## src/inc/regulator_seq_map.vh

```
`ifndef REGULATOR_SEQ_MAP_VH
`define REGULATOR_SEQ_MAP_VH

// Register addresses
`define ADDR_LIN_REG1_CONTROL 8'h09
`define ADDR_LIN_REG0_LEVEL   8'h0A
`define ADDR_LIN_REG1_LEVEL   8'h0B
`define ADDR_STEP_DOWN0_WAIT  8'h0C
`define ADDR_STEP_DOWN1_WAIT  8'h0D
`define ADDR_LIN_REG0_WAIT    8'h0E

// Field positions
`define BIT_ON                0
`define BIT_PIN_GATE          1
`define BIT_DISCHARGE         2
`define LEVEL_MSB             4
`define CTRL_MSB              2
`define ON_WAIT_MSB           3
`define ON_WAIT_LSB           0
`define OFF_WAIT_MSB          7
`define OFF_WAIT_LSB          4

// Reset values
`define RST_CONTROL           8'h04
`define RST_LEVEL             8'h00
`define RST_WAIT              8'h00

// Level code limits
`define LEVEL_MAX_CODE        5'h19

// Timing: step of 0.5 ms at 20 MHz
`define STEP_TIME_US          500
`define CLK_MHZ               20
`define STEP_CYCLES           (`STEP_TIME_US * `CLK_MHZ)

`endif

```

## src/hw/regulator_enable_sequence_regs.v

```verilog
`timescale 1ns/1ps
`include "regulator_seq_map.vh"

// What this block does
// - Second linear regulator follows its on bit.
// - With pin gating set, it runs only while on bit and pin high.
// - Discharge path connects while disabled if discharge bit set.
// - First linear level code: 0.8 V plus 100 mV per step, to 0x19.
// - Second linear level code uses the same encoding.
// - First step-down starts after pin rise, 0.5 or 1 ms per count.
// - First step-down stops after pin fall, 0.5 or 1 ms per count.
// - Second step-down starts after pin rise by its own wait.
// - Second step-down stops after pin fall by its own wait.
// - First linear regulator starts after pin rise by its wait.
// - First linear regulator stops after pin fall by its wait.
module regulator_enable_sequence_regs #(
    parameter STEP_CYCLES = `STEP_CYCLES
) (
    // Clock and reset
    input  wire       clk_in,
    input  wire       rstn_in,
    // Register port
    input  wire [7:0] reg_addr_in,
    input  wire [7:0] reg_wdata_in,
    input  wire       reg_write_in,
    output reg  [7:0] reg_rdata_out,
    // Enable pin and scale selects
    input  wire       enable_pin_in,
    input  wire       on_scale_in,
    input  wire       off_scale_in,
    // Rail controls
    output wire       step_down0_on_out,
    output wire       step_down1_on_out,
    output wire       lin_reg0_on_out,
    output wire       lin_reg1_on_out,
    output wire       lin_reg1_discharge_out,
    output reg  [4:0] lin_reg0_level_code_out,
    output reg  [4:0] lin_reg1_level_code_out
);

    reg       rst_sync1_q;
    reg       rst_n_q;
    reg [7:0] lin_reg1_control_q;
    reg [7:0] lin_reg0_level_q;
    reg [7:0] lin_reg1_level_q;
    reg [7:0] step_down0_seq_wait_q;
    reg [7:0] step_down1_seq_wait_q;
    reg [7:0] lin_reg0_seq_wait_q;
    reg       pin_q;
    reg [13:0] prescale_q;
    reg       tick_q;
    reg [7:0] reg_rdata_d;

    wire pin_rise = enable_pin_in & ~pin_q;
    wire pin_fall = ~enable_pin_in & pin_q;

    // Reset release through two flops
    always @(posedge clk_in or negedge rstn_in) begin
        if (!rstn_in) begin
            rst_sync1_q <= 1'b0;
            rst_n_q     <= 1'b0;
        end else begin
            rst_sync1_q <= 1'b1;
            rst_n_q     <= rst_sync1_q;
        end
    end

    function wr_hit;
        input [7:0] addr;
        begin
            wr_hit = reg_write_in && (reg_addr_in == addr);
        end
    endfunction

    // Reserved level codes saturate at the top code
    function [4:0] level_clip;
        input [7:0] level;
        begin
            if (level[`LEVEL_MSB:0] > `LEVEL_MAX_CODE)
                level_clip = `LEVEL_MAX_CODE;
            else
                level_clip = level[`LEVEL_MSB:0];
        end
    endfunction

    // Register file
    always @(posedge clk_in or negedge rst_n_q) begin
        if (!rst_n_q) begin
            lin_reg1_control_q    <= `RST_CONTROL;
            lin_reg0_level_q      <= `RST_LEVEL;
            lin_reg1_level_q      <= `RST_LEVEL;
            step_down0_seq_wait_q <= `RST_WAIT;
            step_down1_seq_wait_q <= `RST_WAIT;
            lin_reg0_seq_wait_q   <= `RST_WAIT;
        end else begin
            // Full byte stored; host keeps reserved bits clear
            if (wr_hit(`ADDR_LIN_REG1_CONTROL))
                lin_reg1_control_q <= reg_wdata_in;
            if (wr_hit(`ADDR_LIN_REG0_LEVEL))
                lin_reg0_level_q <= reg_wdata_in;
            if (wr_hit(`ADDR_LIN_REG1_LEVEL))
                lin_reg1_level_q <= reg_wdata_in;
            if (wr_hit(`ADDR_STEP_DOWN0_WAIT))
                step_down0_seq_wait_q <= reg_wdata_in;
            if (wr_hit(`ADDR_STEP_DOWN1_WAIT))
                step_down1_seq_wait_q <= reg_wdata_in;
            if (wr_hit(`ADDR_LIN_REG0_WAIT))
                lin_reg0_seq_wait_q <= reg_wdata_in;
        end
    end

    // Read mux by address
    always @* begin
        case (reg_addr_in)
            `ADDR_LIN_REG1_CONTROL: reg_rdata_d = lin_reg1_control_q;
            `ADDR_LIN_REG0_LEVEL:   reg_rdata_d = lin_reg0_level_q;
            `ADDR_LIN_REG1_LEVEL:   reg_rdata_d = lin_reg1_level_q;
            `ADDR_STEP_DOWN0_WAIT:  reg_rdata_d = step_down0_seq_wait_q;
            `ADDR_STEP_DOWN1_WAIT:  reg_rdata_d = step_down1_seq_wait_q;
            `ADDR_LIN_REG0_WAIT:    reg_rdata_d = lin_reg0_seq_wait_q;
            default:                reg_rdata_d = 8'h00;
        endcase
    end

    // Read data held in flip-flops, one cycle after the address
    always @(posedge clk_in) begin
        reg_rdata_out <= reg_rdata_d;
    end

    // Level codes forwarded to regulation; reserved codes saturate
    always @(posedge clk_in or negedge rst_n_q) begin
        if (!rst_n_q) begin
            lin_reg0_level_code_out <= 5'h00;
            lin_reg1_level_code_out <= 5'h00;
        end else begin
            lin_reg0_level_code_out <= level_clip(lin_reg0_level_q);
            lin_reg1_level_code_out <= level_clip(lin_reg1_level_q);
        end
    end

    // Enable pin edge detect; reset level matches the idle pin
    always @(posedge clk_in or negedge rst_n_q) begin
        if (!rst_n_q) begin
            pin_q <= 1'b0;
        end else begin
            pin_q <= enable_pin_in;
        end
    end

    // Half-millisecond time base
    always @(posedge clk_in or negedge rst_n_q) begin
        if (!rst_n_q) begin
            prescale_q <= 14'h0000;
            tick_q     <= 1'b0;
        end else begin
            if (prescale_q == STEP_CYCLES - 1) begin
                prescale_q <= 14'h0000;
                tick_q     <= 1'b1;
            end else begin
                prescale_q <= prescale_q + 14'h0001;
                tick_q     <= 1'b0;
            end
        end
    end

    // Step-down 0 timing
    rail_sequencer #(.STEP_CYCLES(STEP_CYCLES)) u_step_down0 (
        .clk_in       (clk_in),
        .rst_n_in     (rst_n_q),
        .tick_in      (tick_q),
        .pin_rise_in  (pin_rise),
        .pin_fall_in  (pin_fall),
        .on_wait_in   (step_down0_seq_wait_q[`ON_WAIT_MSB:`ON_WAIT_LSB]),
        .off_wait_in  (step_down0_seq_wait_q[`OFF_WAIT_MSB:`OFF_WAIT_LSB]),
        .on_scale_in  (on_scale_in),
        .off_scale_in (off_scale_in),
        .rail_on_out  (step_down0_on_out)
    );

    // Step-down 1 timing
    rail_sequencer #(.STEP_CYCLES(STEP_CYCLES)) u_step_down1 (
        .clk_in       (clk_in),
        .rst_n_in     (rst_n_q),
        .tick_in      (tick_q),
        .pin_rise_in  (pin_rise),
        .pin_fall_in  (pin_fall),
        .on_wait_in   (step_down1_seq_wait_q[`ON_WAIT_MSB:`ON_WAIT_LSB]),
        .off_wait_in  (step_down1_seq_wait_q[`OFF_WAIT_MSB:`OFF_WAIT_LSB]),
        .on_scale_in  (on_scale_in),
        .off_scale_in (off_scale_in),
        .rail_on_out  (step_down1_on_out)
    );

    // First linear regulator timing
    rail_sequencer #(.STEP_CYCLES(STEP_CYCLES)) u_lin_reg0 (
        .clk_in       (clk_in),
        .rst_n_in     (rst_n_q),
        .tick_in      (tick_q),
        .pin_rise_in  (pin_rise),
        .pin_fall_in  (pin_fall),
        .on_wait_in   (lin_reg0_seq_wait_q[`ON_WAIT_MSB:`ON_WAIT_LSB]),
        .off_wait_in  (lin_reg0_seq_wait_q[`OFF_WAIT_MSB:`OFF_WAIT_LSB]),
        .on_scale_in  (on_scale_in),
        .off_scale_in (off_scale_in),
        .rail_on_out  (lin_reg0_on_out)
    );

    // Second linear regulator enable and discharge
    wire lin_reg1_on_bit    = lin_reg1_control_q[`BIT_ON];
    wire lin_reg1_pin_gate  = lin_reg1_control_q[`BIT_PIN_GATE];
    wire lin_reg1_discharge_on = lin_reg1_control_q[`BIT_DISCHARGE];

    assign lin_reg1_on_out = lin_reg1_on_bit &
                             (~lin_reg1_pin_gate | enable_pin_in);
    assign lin_reg1_discharge_out = ~lin_reg1_on_out &
                                    lin_reg1_discharge_on;

endmodule

```

## src/hw/rail_sequencer.v

```verilog
`timescale 1ns/1ps
`include "regulator_seq_map.vh"

module rail_sequencer #(
    parameter STEP_CYCLES = `STEP_CYCLES
) (
    // Clock and reset
    input  wire       clk_in,
    input  wire       rst_n_in,
    // Control
    input  wire       tick_in,
    input  wire       pin_rise_in,
    input  wire       pin_fall_in,
    input  wire [3:0] on_wait_in,
    input  wire [3:0] off_wait_in,
    input  wire       on_scale_in,
    input  wire       off_scale_in,
    // Status
    output reg        rail_on_out
);

    localparam IDLE  = 2'h0;
    localparam UP    = 2'h1;
    localparam DOWN  = 2'h2;

    reg [1:0] state_q;
    reg [4:0] count_q;

    function [4:0] ticks;
        input [3:0] code;
        input       scale;
        begin
            ticks = scale ? {code, 1'b0} : {1'b0, code};
        end
    endfunction

    always @(posedge clk_in or negedge rst_n_in) begin
        if (!rst_n_in) begin
            state_q     <= IDLE;
            count_q     <= 5'h00;
            rail_on_out <= 1'b0;
        end else begin
            // Opposite edge abandons a pending change; wait latched at edge
            if (pin_rise_in) begin
                if (ticks(on_wait_in, on_scale_in) == 5'h00) begin
                    rail_on_out <= 1'b1;
                    state_q     <= IDLE;
                end else begin
                    count_q <= ticks(on_wait_in, on_scale_in);
                    state_q <= UP;
                end
            end else if (pin_fall_in) begin
                if (ticks(off_wait_in, off_scale_in) == 5'h00) begin
                    rail_on_out <= 1'b0;
                    state_q     <= IDLE;
                end else begin
                    count_q <= ticks(off_wait_in, off_scale_in);
                    state_q <= DOWN;
                end
            end else if (tick_in) begin
                case (state_q)
                    UP, DOWN: begin
                        if (count_q == 5'h01) begin
                            rail_on_out <= (state_q == UP);
                            state_q     <= IDLE;
                        end
                        count_q <= count_q - 5'h01;
                    end
                    default: state_q <= IDLE;
                endcase
            end
        end
    end

endmodule

```

## config.mk

```make
export PLATFORM = sky130hd
export DESIGN_NAME = regulator_enable_sequence_regs
export DESIGN_NICKNAME = d
export VERILOG_FILES = /design/src/hw/regulator_enable_sequence_regs.v /design/src/hw/rail_sequencer.v
export VERILOG_INCLUDE_DIRS = /design/src /design/src/inc
export SDC_FILE = /design/constraint.sdc
export NUM_CORES = 1
export LEC_CHECK = 0
export BUFFER_PORTS_ARGS = -buffer_cell sky130_fd_sc_hd__buf_2
export CELL_PAD_IN_SITES_DETAIL_PLACEMENT = 1
export CELL_PAD_IN_SITES_GLOBAL_PLACEMENT = 1
export CORE_AREA = 2 2 109 111
export CTS_BUF_LIST = sky130_fd_sc_hd__clkbuf_4 sky130_fd_sc_hd__clkbuf_8
export CTS_CLUSTER_DIAMETER = 200
export DETAILED_ROUTE_END_ITERATION = 10
export DIE_AREA = 0 0 111 113
export PLACE_DENSITY = 0.82
export SKIP_CTS_REPAIR_TIMING = 1
export SLEW_MARGIN = 20
export SYNTH_ARGS = -nofsm -noshare
export SYNTH_HDL_FRONTEND = slang
export SYNTH_SLANG_ARGS = --single-unit
```

## constraint.sdc

```tcl
create_clock -name clk_in -period 4 [get_ports clk_in]
set_clock_uncertainty 0.2 [all_clocks]
set_input_delay 0.6 -clock clk_in [delete_from_list [all_inputs] [get_ports clk_in]]
set_output_delay 0.6 -clock clk_in [all_outputs]
set_load 0.01 [all_outputs]
```

== Word level (Yosys, flattened, before mapping) ==
Index checks and enable logic that the tools add are counted.
Storage, ports and cells
  register bits after elaboration: 108
  bits in latches: 0
  memory bits (writable): 0
  memory bits (read-only): 0
  input port bits: 22
  output and inout bits: 23
  logic and storage cells: 171
  memories kept: 0
Operators by class
  add/sub/neg operators: 4
  multiply operators: 0
  div/mod/pow operators: 0
  magnitude comparators: 2
  equality and inequality tests: 31
  shift-type cells: 0
  muxes and demuxes: 71
  bitwise operators: 9
  reductions and logical operators: 31
Operator list (number)
  5-bit two-way mux: 26
  8-bit by 4-bit equality test with 1-bit output (second input constant): 6
  8-bit one-hot mux with 6 select lines: 1
  2-bit two-way mux: 18
  5-bit zero test: 6
  1-bit two-way mux: 25
  3-bit nonzero test: 7
  5-bit by 1-bit equality test with 1-bit output (second input constant): 3
  5-bit AND reduction: 3
  5-bit by 1-bit subtractor with 5-bit output (second input constant): 3
  14-bit by 1-bit adder with 14-bit output (second input constant): 1
  14-bit equality test (second input constant): 1
  14-bit two-way mux: 1
  4-bit by 3-bit != test with 1-bit output (second input constant): 3
  4-bit AND reduction: 3
  5-bit greater-than comparator (second input constant): 2
  3-bit by 2-bit != test with 1-bit output (second input constant): 3
  3-bit != test (second input constant): 3
  2-bit by 1-bit equality test with 1-bit output (second input constant): 3
  2-bit equality test (second input constant): 3
  1-bit logical AND: 6
  2-bit by 1-bit != test with 1-bit output (second input constant): 3
  2-bit != test (second input constant): 3
  2-bit AND reduction: 3
  4 further kinds: 12

== Logic depth before layout (Yosys ltp) ==
Gate-level depths: netlist of run 1.
  word-level depth: 6
  depth in mapped cells: 9
  depth with buffers taken out: 6

== Modules after synthesis ==
From an unflattened synthesis of run 1, not the netlist that was laid out.
Second synthesis, totals
  cells, all modules: 518
  area, all modules: 5671.7 um2
By module, submodules not included
  regulator_enable_sequence_regs: instances 1, cells an instance 269, area an instance 3599.7 um2
  rail_sequencer: instances 3, cells an instance 83, area an instance 690.7 um2

== Least setup slack after synthesis of run 1 ==
No wires, ideal clock.
  path type: input port to flip-flop
  start point: input enable_pin_in
  end point: register u_step_down1.count_q[1]
  setup time: 0.125 ns
  arrival: 1.883 ns
  data required time: 3.675 ns
  setup slack: 1.793 ns
  stages: 5
  buffers on the path: 0
  cell sequence: inv_1 > ha_1 > a21oi_1 > and2_4 > mux2_2
Between the ends
  cells in the longest elaborated chain, start to end: 4
  elaborated cells between the ends (all ways): 10
  classes of those cells: eq/ne: 2; mux: 2; bitwise: 3; reduce/logical: 3
RTL lines
  start: declaration: line regulator_enable_sequence_regs.v:28  | input wire enable_pin_in,
  1-bit NOT: line regulator_enable_sequence_regs.v:55  | wire pin_fall = ~enable_pin_in & pin_q;
  1-bit bitwise AND: line regulator_enable_sequence_regs.v:55
  3-bit != test (no source line), or another cell as far along
  4-bit AND reduction (no source line) / 5-bit two-way mux (equally long branches)
  end signal: assignment: line rail_sequencer.v:49  | count_q <= ticks(on_wait_in, on_scale_in);
  end signal: assignment: line rail_sequencer.v:57  | count_q <= ticks(off_wait_in, off_scale_in);
  end signal: assignment: line rail_sequencer.v:67  | count_q <= count_q - 5'h01;
  end: declaration: line rail_sequencer.v:27  | reg [4:0] count_q;
Several ways; a longest one is shown, not always the timed one.
A chain may end at the register's enable or synchronous reset.

== Worst setup path after layout of run 1 ==
  start point: register pin_q
  end point: register u_step_down1.count_q[1]
Between the ends
  cells in the longest elaborated chain, start to end: 4
  elaborated cells between the ends (all ways): 10
  classes of those cells: eq/ne: 2; mux: 2; bitwise: 3; reduce/logical: 3
RTL lines
  start: declaration: line regulator_enable_sequence_regs.v:49  | reg pin_q;
  start signal: assignment: line regulator_enable_sequence_regs.v:146  | pin_q <= enable_pin_in;
  1-bit NOT: line regulator_enable_sequence_regs.v:54  | wire pin_rise = enable_pin_in & ~pin_q;
  1-bit bitwise AND: line regulator_enable_sequence_regs.v:54
  3-bit != test (no source line), or another cell as far along
  4-bit AND reduction (no source line)
Several ways; a longest one is shown, not always the timed one.

==> results of run 1 <==
[layer usage]
layer,vias to the layer above,track usage,share of wire
met2,58,0.4057,0.50
met3,19,0.04767,0.028
li1,1853,-,-
met4,0,0.08250,0.020
met1,2023,0.3025,0.45
met5,-,0,0
[Yosys cell counts, types with 9 or more instances]
| library cell | number |
|---|---|
| dfrtp_1 | 99 |
| mux2_2 | 67 |
| nor2_1 | 30 |
| mux2i_1 | 26 |
| inv_1 | 22 |
| nand2_1 | 22 |
| a21oi_1 | 19 |
| ha_1 | 13 |
| o21ai_0 | 13 |
| buf_2 | 11 |
| clkbuf_1 | 11 |
| nor3_1 | 11 |
| nand2b_1 | 10 |
| nor2b_1 | 10 |
| a221oi_1 | 9 |
[power by group]
group          leakage [nW]  switching [mW]  total (mW)  internal [mW]
clock network        0.0900           0.375       0.636          0.261
registers              1.40           0.125        1.33           1.20
logic                  1.41           0.311       0.553          0.242
total                  2.90           0.811        2.52           1.71
[registers in the layout (all words and copies together) (netlist names), 5 cells and up]
| name | count |
|---|---|
| u_lin_reg0.count_q | 5 |
| u_step_down1.count_q | 5 |
| lin_reg0_level_code_out | 5 |
| step_down0_seq_wait_q | 8 |
| lin_reg0_seq_wait_q | 8 |
| lin_reg1_control_q | 8 |
| step_down1_seq_wait_q | 8 |
| reg_rdata_out | 8 |
| lin_reg1_level_q | 8 |
| prescale_q | 14 |
| lin_reg0_level_q | 8 |
| lin_reg1_level_code_out | 5 |
| u_step_down0.count_q | 5 |
[cells by family after synthesis]
logic type	after synthesis	share of synthesized area
multiplexers	93	0.1825
AO/OA/AOI/OAI	90	0.1110
other	1	0.0006746
XOR/XNOR	11	0.01733
buffers and inverters	45	0.03489
adder cells (fa/ha/maj)	13	0.02926
AND/OR/NAND/NOR	132	0.1452
flip-flops	108	0.4792
[cell usage in the layout, fill, tap and decap left out, drive strengths merged, types with 8 or more instances in the layout]
master / n
dfrtp: 99
mux2: 67
buf: 47
nor2: 30
mux2i: 26
inv: 23
nand2: 22
a21oi: 19
o21ai: 13
ha: 13
nor3: 12
clkbuf: 12
nand3: 12
nor2b: 10
nand2b: 10
nor4: 10
a221oi: 9
a22oi: 8
dfxtp: 8
[cell type report]
type | count | area (um2) | share of cell area
timing repair buffer | 48 | 252.7 | 0.04165
inverter | 22 | 82.58 | 0.01361
sequential | 108 | 2668 | 0.4396
tap | 143 | 178.9 | 0.02948
clock inverter | 4 | 32.53 | 0.005361
clock buffer | 12 | 152.6 | 0.02515
multi-input combinational | 340 | 2701 | 0.4452
[how the worst max path moves through the flow]
stage,slack (ps),end,cells after the start
after floorplan,810,lin_reg0_level_code_out[0],0
after global placement,1190,u_step_down1.count_q[1],6
after detailed placement,1120,u_step_down1.count_q[1],6
after CTS,1380,u_step_down1.count_q[1],6
after global routing,1190,u_step_down1.count_q[1],6
final,1390,u_step_down1.count_q[1],6
[worst max-delay path, cell delays in order (launching register included)]
cell,delay [ps]
dfrtp_1,420
inv_1,70
ha_1,600
nor3_1,180
a21oi_1,430
and2_4,260
mux2_2,340
==> results.toml, run 1 <==
[status]
status = "completed"

[synth]
ys_seq_area_frac = 0.4792
ys_warn_count = 0
avgSynthCellArea_um2 = 11.28
yosys-top-cells-area = "dfrtp_1 (45%), mux2_2 (14%), mux2i_1 (4.7%)"
synthesis.area_um2 = 5559
synth-edff-count = 0
ys_ff_latch = 108
synth_nets = 528
synth-async-reset-ratio = 0.9259
synthFlopType = "dfrtp_1"
syn-instance-count = 493
yosysTopAreaCellShare = 0.4456
yosys.area.top_type = "dfrtp_1"
yosys.cell_types.count = 62

[min_path]
hp-class = "primary input to flop"
hp-start = "enable_pin_in"
hold_path_end = "pin_q"
min_path_cells = 1

[timing]
fin_ws_ps = 1387
setup_violations = 0
tns_ps = 0
rsz0062_at_grt = "no"
fmax_mhz = 382.7
hold_violations = 0
min_period_ps = 2613
slew_headroom = 0.4981
finalCritPeriodShare = 0.6532
worst_pin_slew_ps = 752.9
hold_ws_ps = 165.6
slew_violations = 0

[drt]
wl_um = 13900
drc = 0
postRouteAntennaNets = 0
dr.pass1.iters = 4
vias = 3953
avgRoutedWirePerCell_um = 20.53
drtIter0Drc = 143
avgViaCountPerCell = 5.839

[clock_network]
cts_buffer_depth = 2
clkTransAtPathRegs_ps = 100
cts.sinks = 108
cts_buffers = 9
clk_latency_ps = 390
cts_tree = "built"
cts_root_buf = "clkbuf_8"
h-tree-depth = 3

[floorplanning]
start_util = 0.4932
floorplan.die_area_um2 = 12540
die_width_um = 111
die_height_um = 113
core_area_um2 = 11270
rows = 39
ios = 45

[final_layout]
n_antenna_cell = 0
num-nets-final = 564
fillers = 1218
final_cells = 677
layout-drive-gt1-share = 0.2753
stdcell_area_um2 = 6068
area_delta_synth_final_pct = 9.160
final_util = 0.5384

[setup_path]
r2r-end = "u_step_down1.count_q[1]"
cp.arrival_ps = 2690
reg2reg_depth = 6
r2r-start = "pin_q"
worstSetupPathType = "flop to flop"
rrSetupSlack_ps = 1390
cp_max_fo = 23
critPathLaunchType = "flop"
endpoint_kind = "flop"
startpoint = "pin_q"
required_ps = 4080

[grt]
grt_antenna_before_repair = 0
grt_remaining_overflow = 0
grt_usage = 0.2370
grt_max_degree = 58
grt_pass1_vias = 4392
grt_first_pass_wirelength_um = 23350

[power_and_ir_drop]
worst_ir_drop_vdd_uv = 286.6
power_mw = 2.518
p_leak_nw = 2.901
p_per_area_nw_per_um2 = 415.0

[place]
dpl.cell_count = 660
pre_cts_ws_ps = 1118
placed_cell_area_um2 = 5873
port_buffers = 44
globalplace.congestion = 0.8433
dp_hpwl_um = 10500

[flow_run]
cap_violations = 0
Note: power is estimated with default switching activity, not from simulation.
==> run 2: changes to the inputs <==
==> constraint.sdc (replaced) <==
create_clock -name clk_in -period 2.5 [get_ports clk_in]
set_clock_uncertainty 0.2 [all_clocks]
set_input_delay 0.375 -clock clk_in [delete_from_list [all_inputs] [get_ports clk_in]]
set_output_delay 0.375 -clock clk_in [all_outputs]
set_load 0.01 [all_outputs]
==> run 2 against run 1 <==
Effect of this change:
- non-clock buffer count grew 13
- flip-flop and latch count is the same
- clock power up 68%
- sequential share of layout area shrank 0.97 points
- worst setup slack worse by 1300 ps
- clock-buffer cell count is 3 lower
- final cell count grew 1.9%
- first-iteration DRC count is 62% higher
- die area unchanged
- worst hold slack got worse by 94 ps
- routed wire length increased by 2.8%
- highest routed layer unchanged
==> results.toml, run 2 (synthesis gave the netlist of run 1 again) <==
[power_and_ir_drop]
power_mw = 4.086
p_per_area_nw_per_um2 = 658.5
p_leak_nw = 2.981
worst_ir_drop_vdd_uv = 552.2

[drt]
vias = 4096
postRouteAntennaNets = 0
avgViaCountPerCell = 5.936
drc = 0
wl_um = 14280
avgRoutedWirePerCell_um = 20.70
dr.pass1.iters = 4
drtIter0Drc = 231

[final_layout]
mostFrequentLayoutCells = "dfrtp_1 (98), mux2_2 (67), buf_2 (44)"
layout-drive-gt1-share = 0.2907
num-nets-final = 577
fillers = 1232
largest_register = "prescale_q"
final_util = 0.5505
multiInputGateArea_um2 = 2701
ff_latch_area_um2 = 2668
largest_reg_flops = 14
area_delta_synth_final_pct = 11.61
final_common_cell = "dfrtp_1"
n_antenna_cell = 0

[setup_path]
required_ps = 2620
r2r-end = "u_step_down0.count_q[0]"
critPathLaunchType = "primary input"
cp.arrival_ps = 2500
r2r-start = "pin_q"
rrSetupSlack_ps = 360
cp_slowest_stage_delay_ps = 540
worstSetupPathType = "primary input to flop"
crit_chain = "dlygate4sd3_1, buf_2, ha_1, or3_1, nand2_1, or2_0, mux2i_1"
reg2reg_depth = 6
cp_max_fo = 6
crit_path_top_delay_cell = "dlygate4sd3_1"
endpoint_kind = "flop"
startpoint = "enable_pin_in"

[clock_network]
h-tree-depth = 3
cts.sinks = 108
cts_tree = "built"
cts_root_buf = "clkbuf_8"
cts_buffers = 9
clk_latency_ps = 400
clkTransAtPathRegs_ps = 110
cts_buffer_depth = 2

[grt]
grt_busiest_layer = "met2"
met1_usage = 0.3222
grt_usage = 0.2421
grt_max_degree = 46
grt_antenna_before_repair = 0
grt_pass1_vias = 4445
grt_remaining_overflow = 0
grt_first_pass_wirelength_um = 23820
grt_use_met3 = 0.04981
grt_use_met2 = 0.4041

[floorplanning]
ios = 45
start_util = 0.4932
floorplan.die_area_um2 = 12540
die_height_um = 113
rows = 39
core_area_um2 = 11270
die_width_um = 111

[place]
globalplace.congestion = 0.8911
port_buffers = 44
dp_hpwl_um = 10430

[timing]
min_period_ps = 2381
fmax_mhz = 420.0
tns_ps = 0
setup_violations = 0
slew_violations = 0
finalCritPeriodShare = 0.9524
worst_pin_slew_ps = 667.1
slew_headroom = 0.5543
hold_violations = 0

[min_path]
hp-class = "primary input to async pin"

[status]
status = "completed"

[flow_run]
cap_violations = 0
[run 2: cell count changes in the layout (fill, tap and decap cells not counted), sizes merged]
| cell | change |
|---|---|
| buf | +12 |
| clkinv | +4 |
| clkbuf | -3 |
| dlygate4sd3 | +1 |
| clkinvlp | -2 |
| inv | +1 |
[run 2: worst max-delay path by stage]
stage	cells past startpoint	end	slack, ps
3_3_place_gp	6	u_step_down0.count_q[0]	380
2_1_floorplan	5	u_step_down1.count_q[1]	520
6_report	7	u_step_down0.count_q[0]	120
5_1_grt	7	u_step_down0.count_q[0]	-6
3_5_place_dp	6	u_step_down0.count_q[3]	280
4_1_cts	6	u_step_down0.count_q[0]	350
[run 2: report_power, final]
part	total (mW)	internal, mW	leakage, nW	switching [mW]
Clock	1.07	0.388	0.0997	0.683
Combinational	0.894	0.407	1.48	0.488
Sequential	2.12	1.93	1.40	0.193
[run 2: final cells by class]
type	count	share of cell area
clock inverter	7	0.01170
inverter	22	0.01331
clock buffer	9	0.01996
multi-input combinational	340	0.4354
timing repair buffer	61	0.06090
sequential	108	0.4299
tap	143	0.02884
[run 2: metrics by stage]
step,hold WS [ps],cell area (um2),setup slack (ps),std cells
floorplan,-120.6,5560,517.7,493
global placement,-40.97,5988,378.7,672
detailed placement,-39.44,5988,275.6,672
CTS,-472.2,6185,348.0,688
global route,69.77,6205,-6.251,690
finish,71.86,6205,118.9,690
[run 2: routing by layer]
metal  part of all wire  up-vias
met5                  0        -
met4              0.017        0
met3              0.030       20
met2               0.49       63
met1               0.46     2122
li1                   -     1891
[run 2: critical path: cells and delay by family]
kind / cells / cell delay, ps
and+or+nand+nor: 3 / 950
buffers and inverters: 2 / 690
adders and majority gates: 1 / 280
muxes: 1 / 220
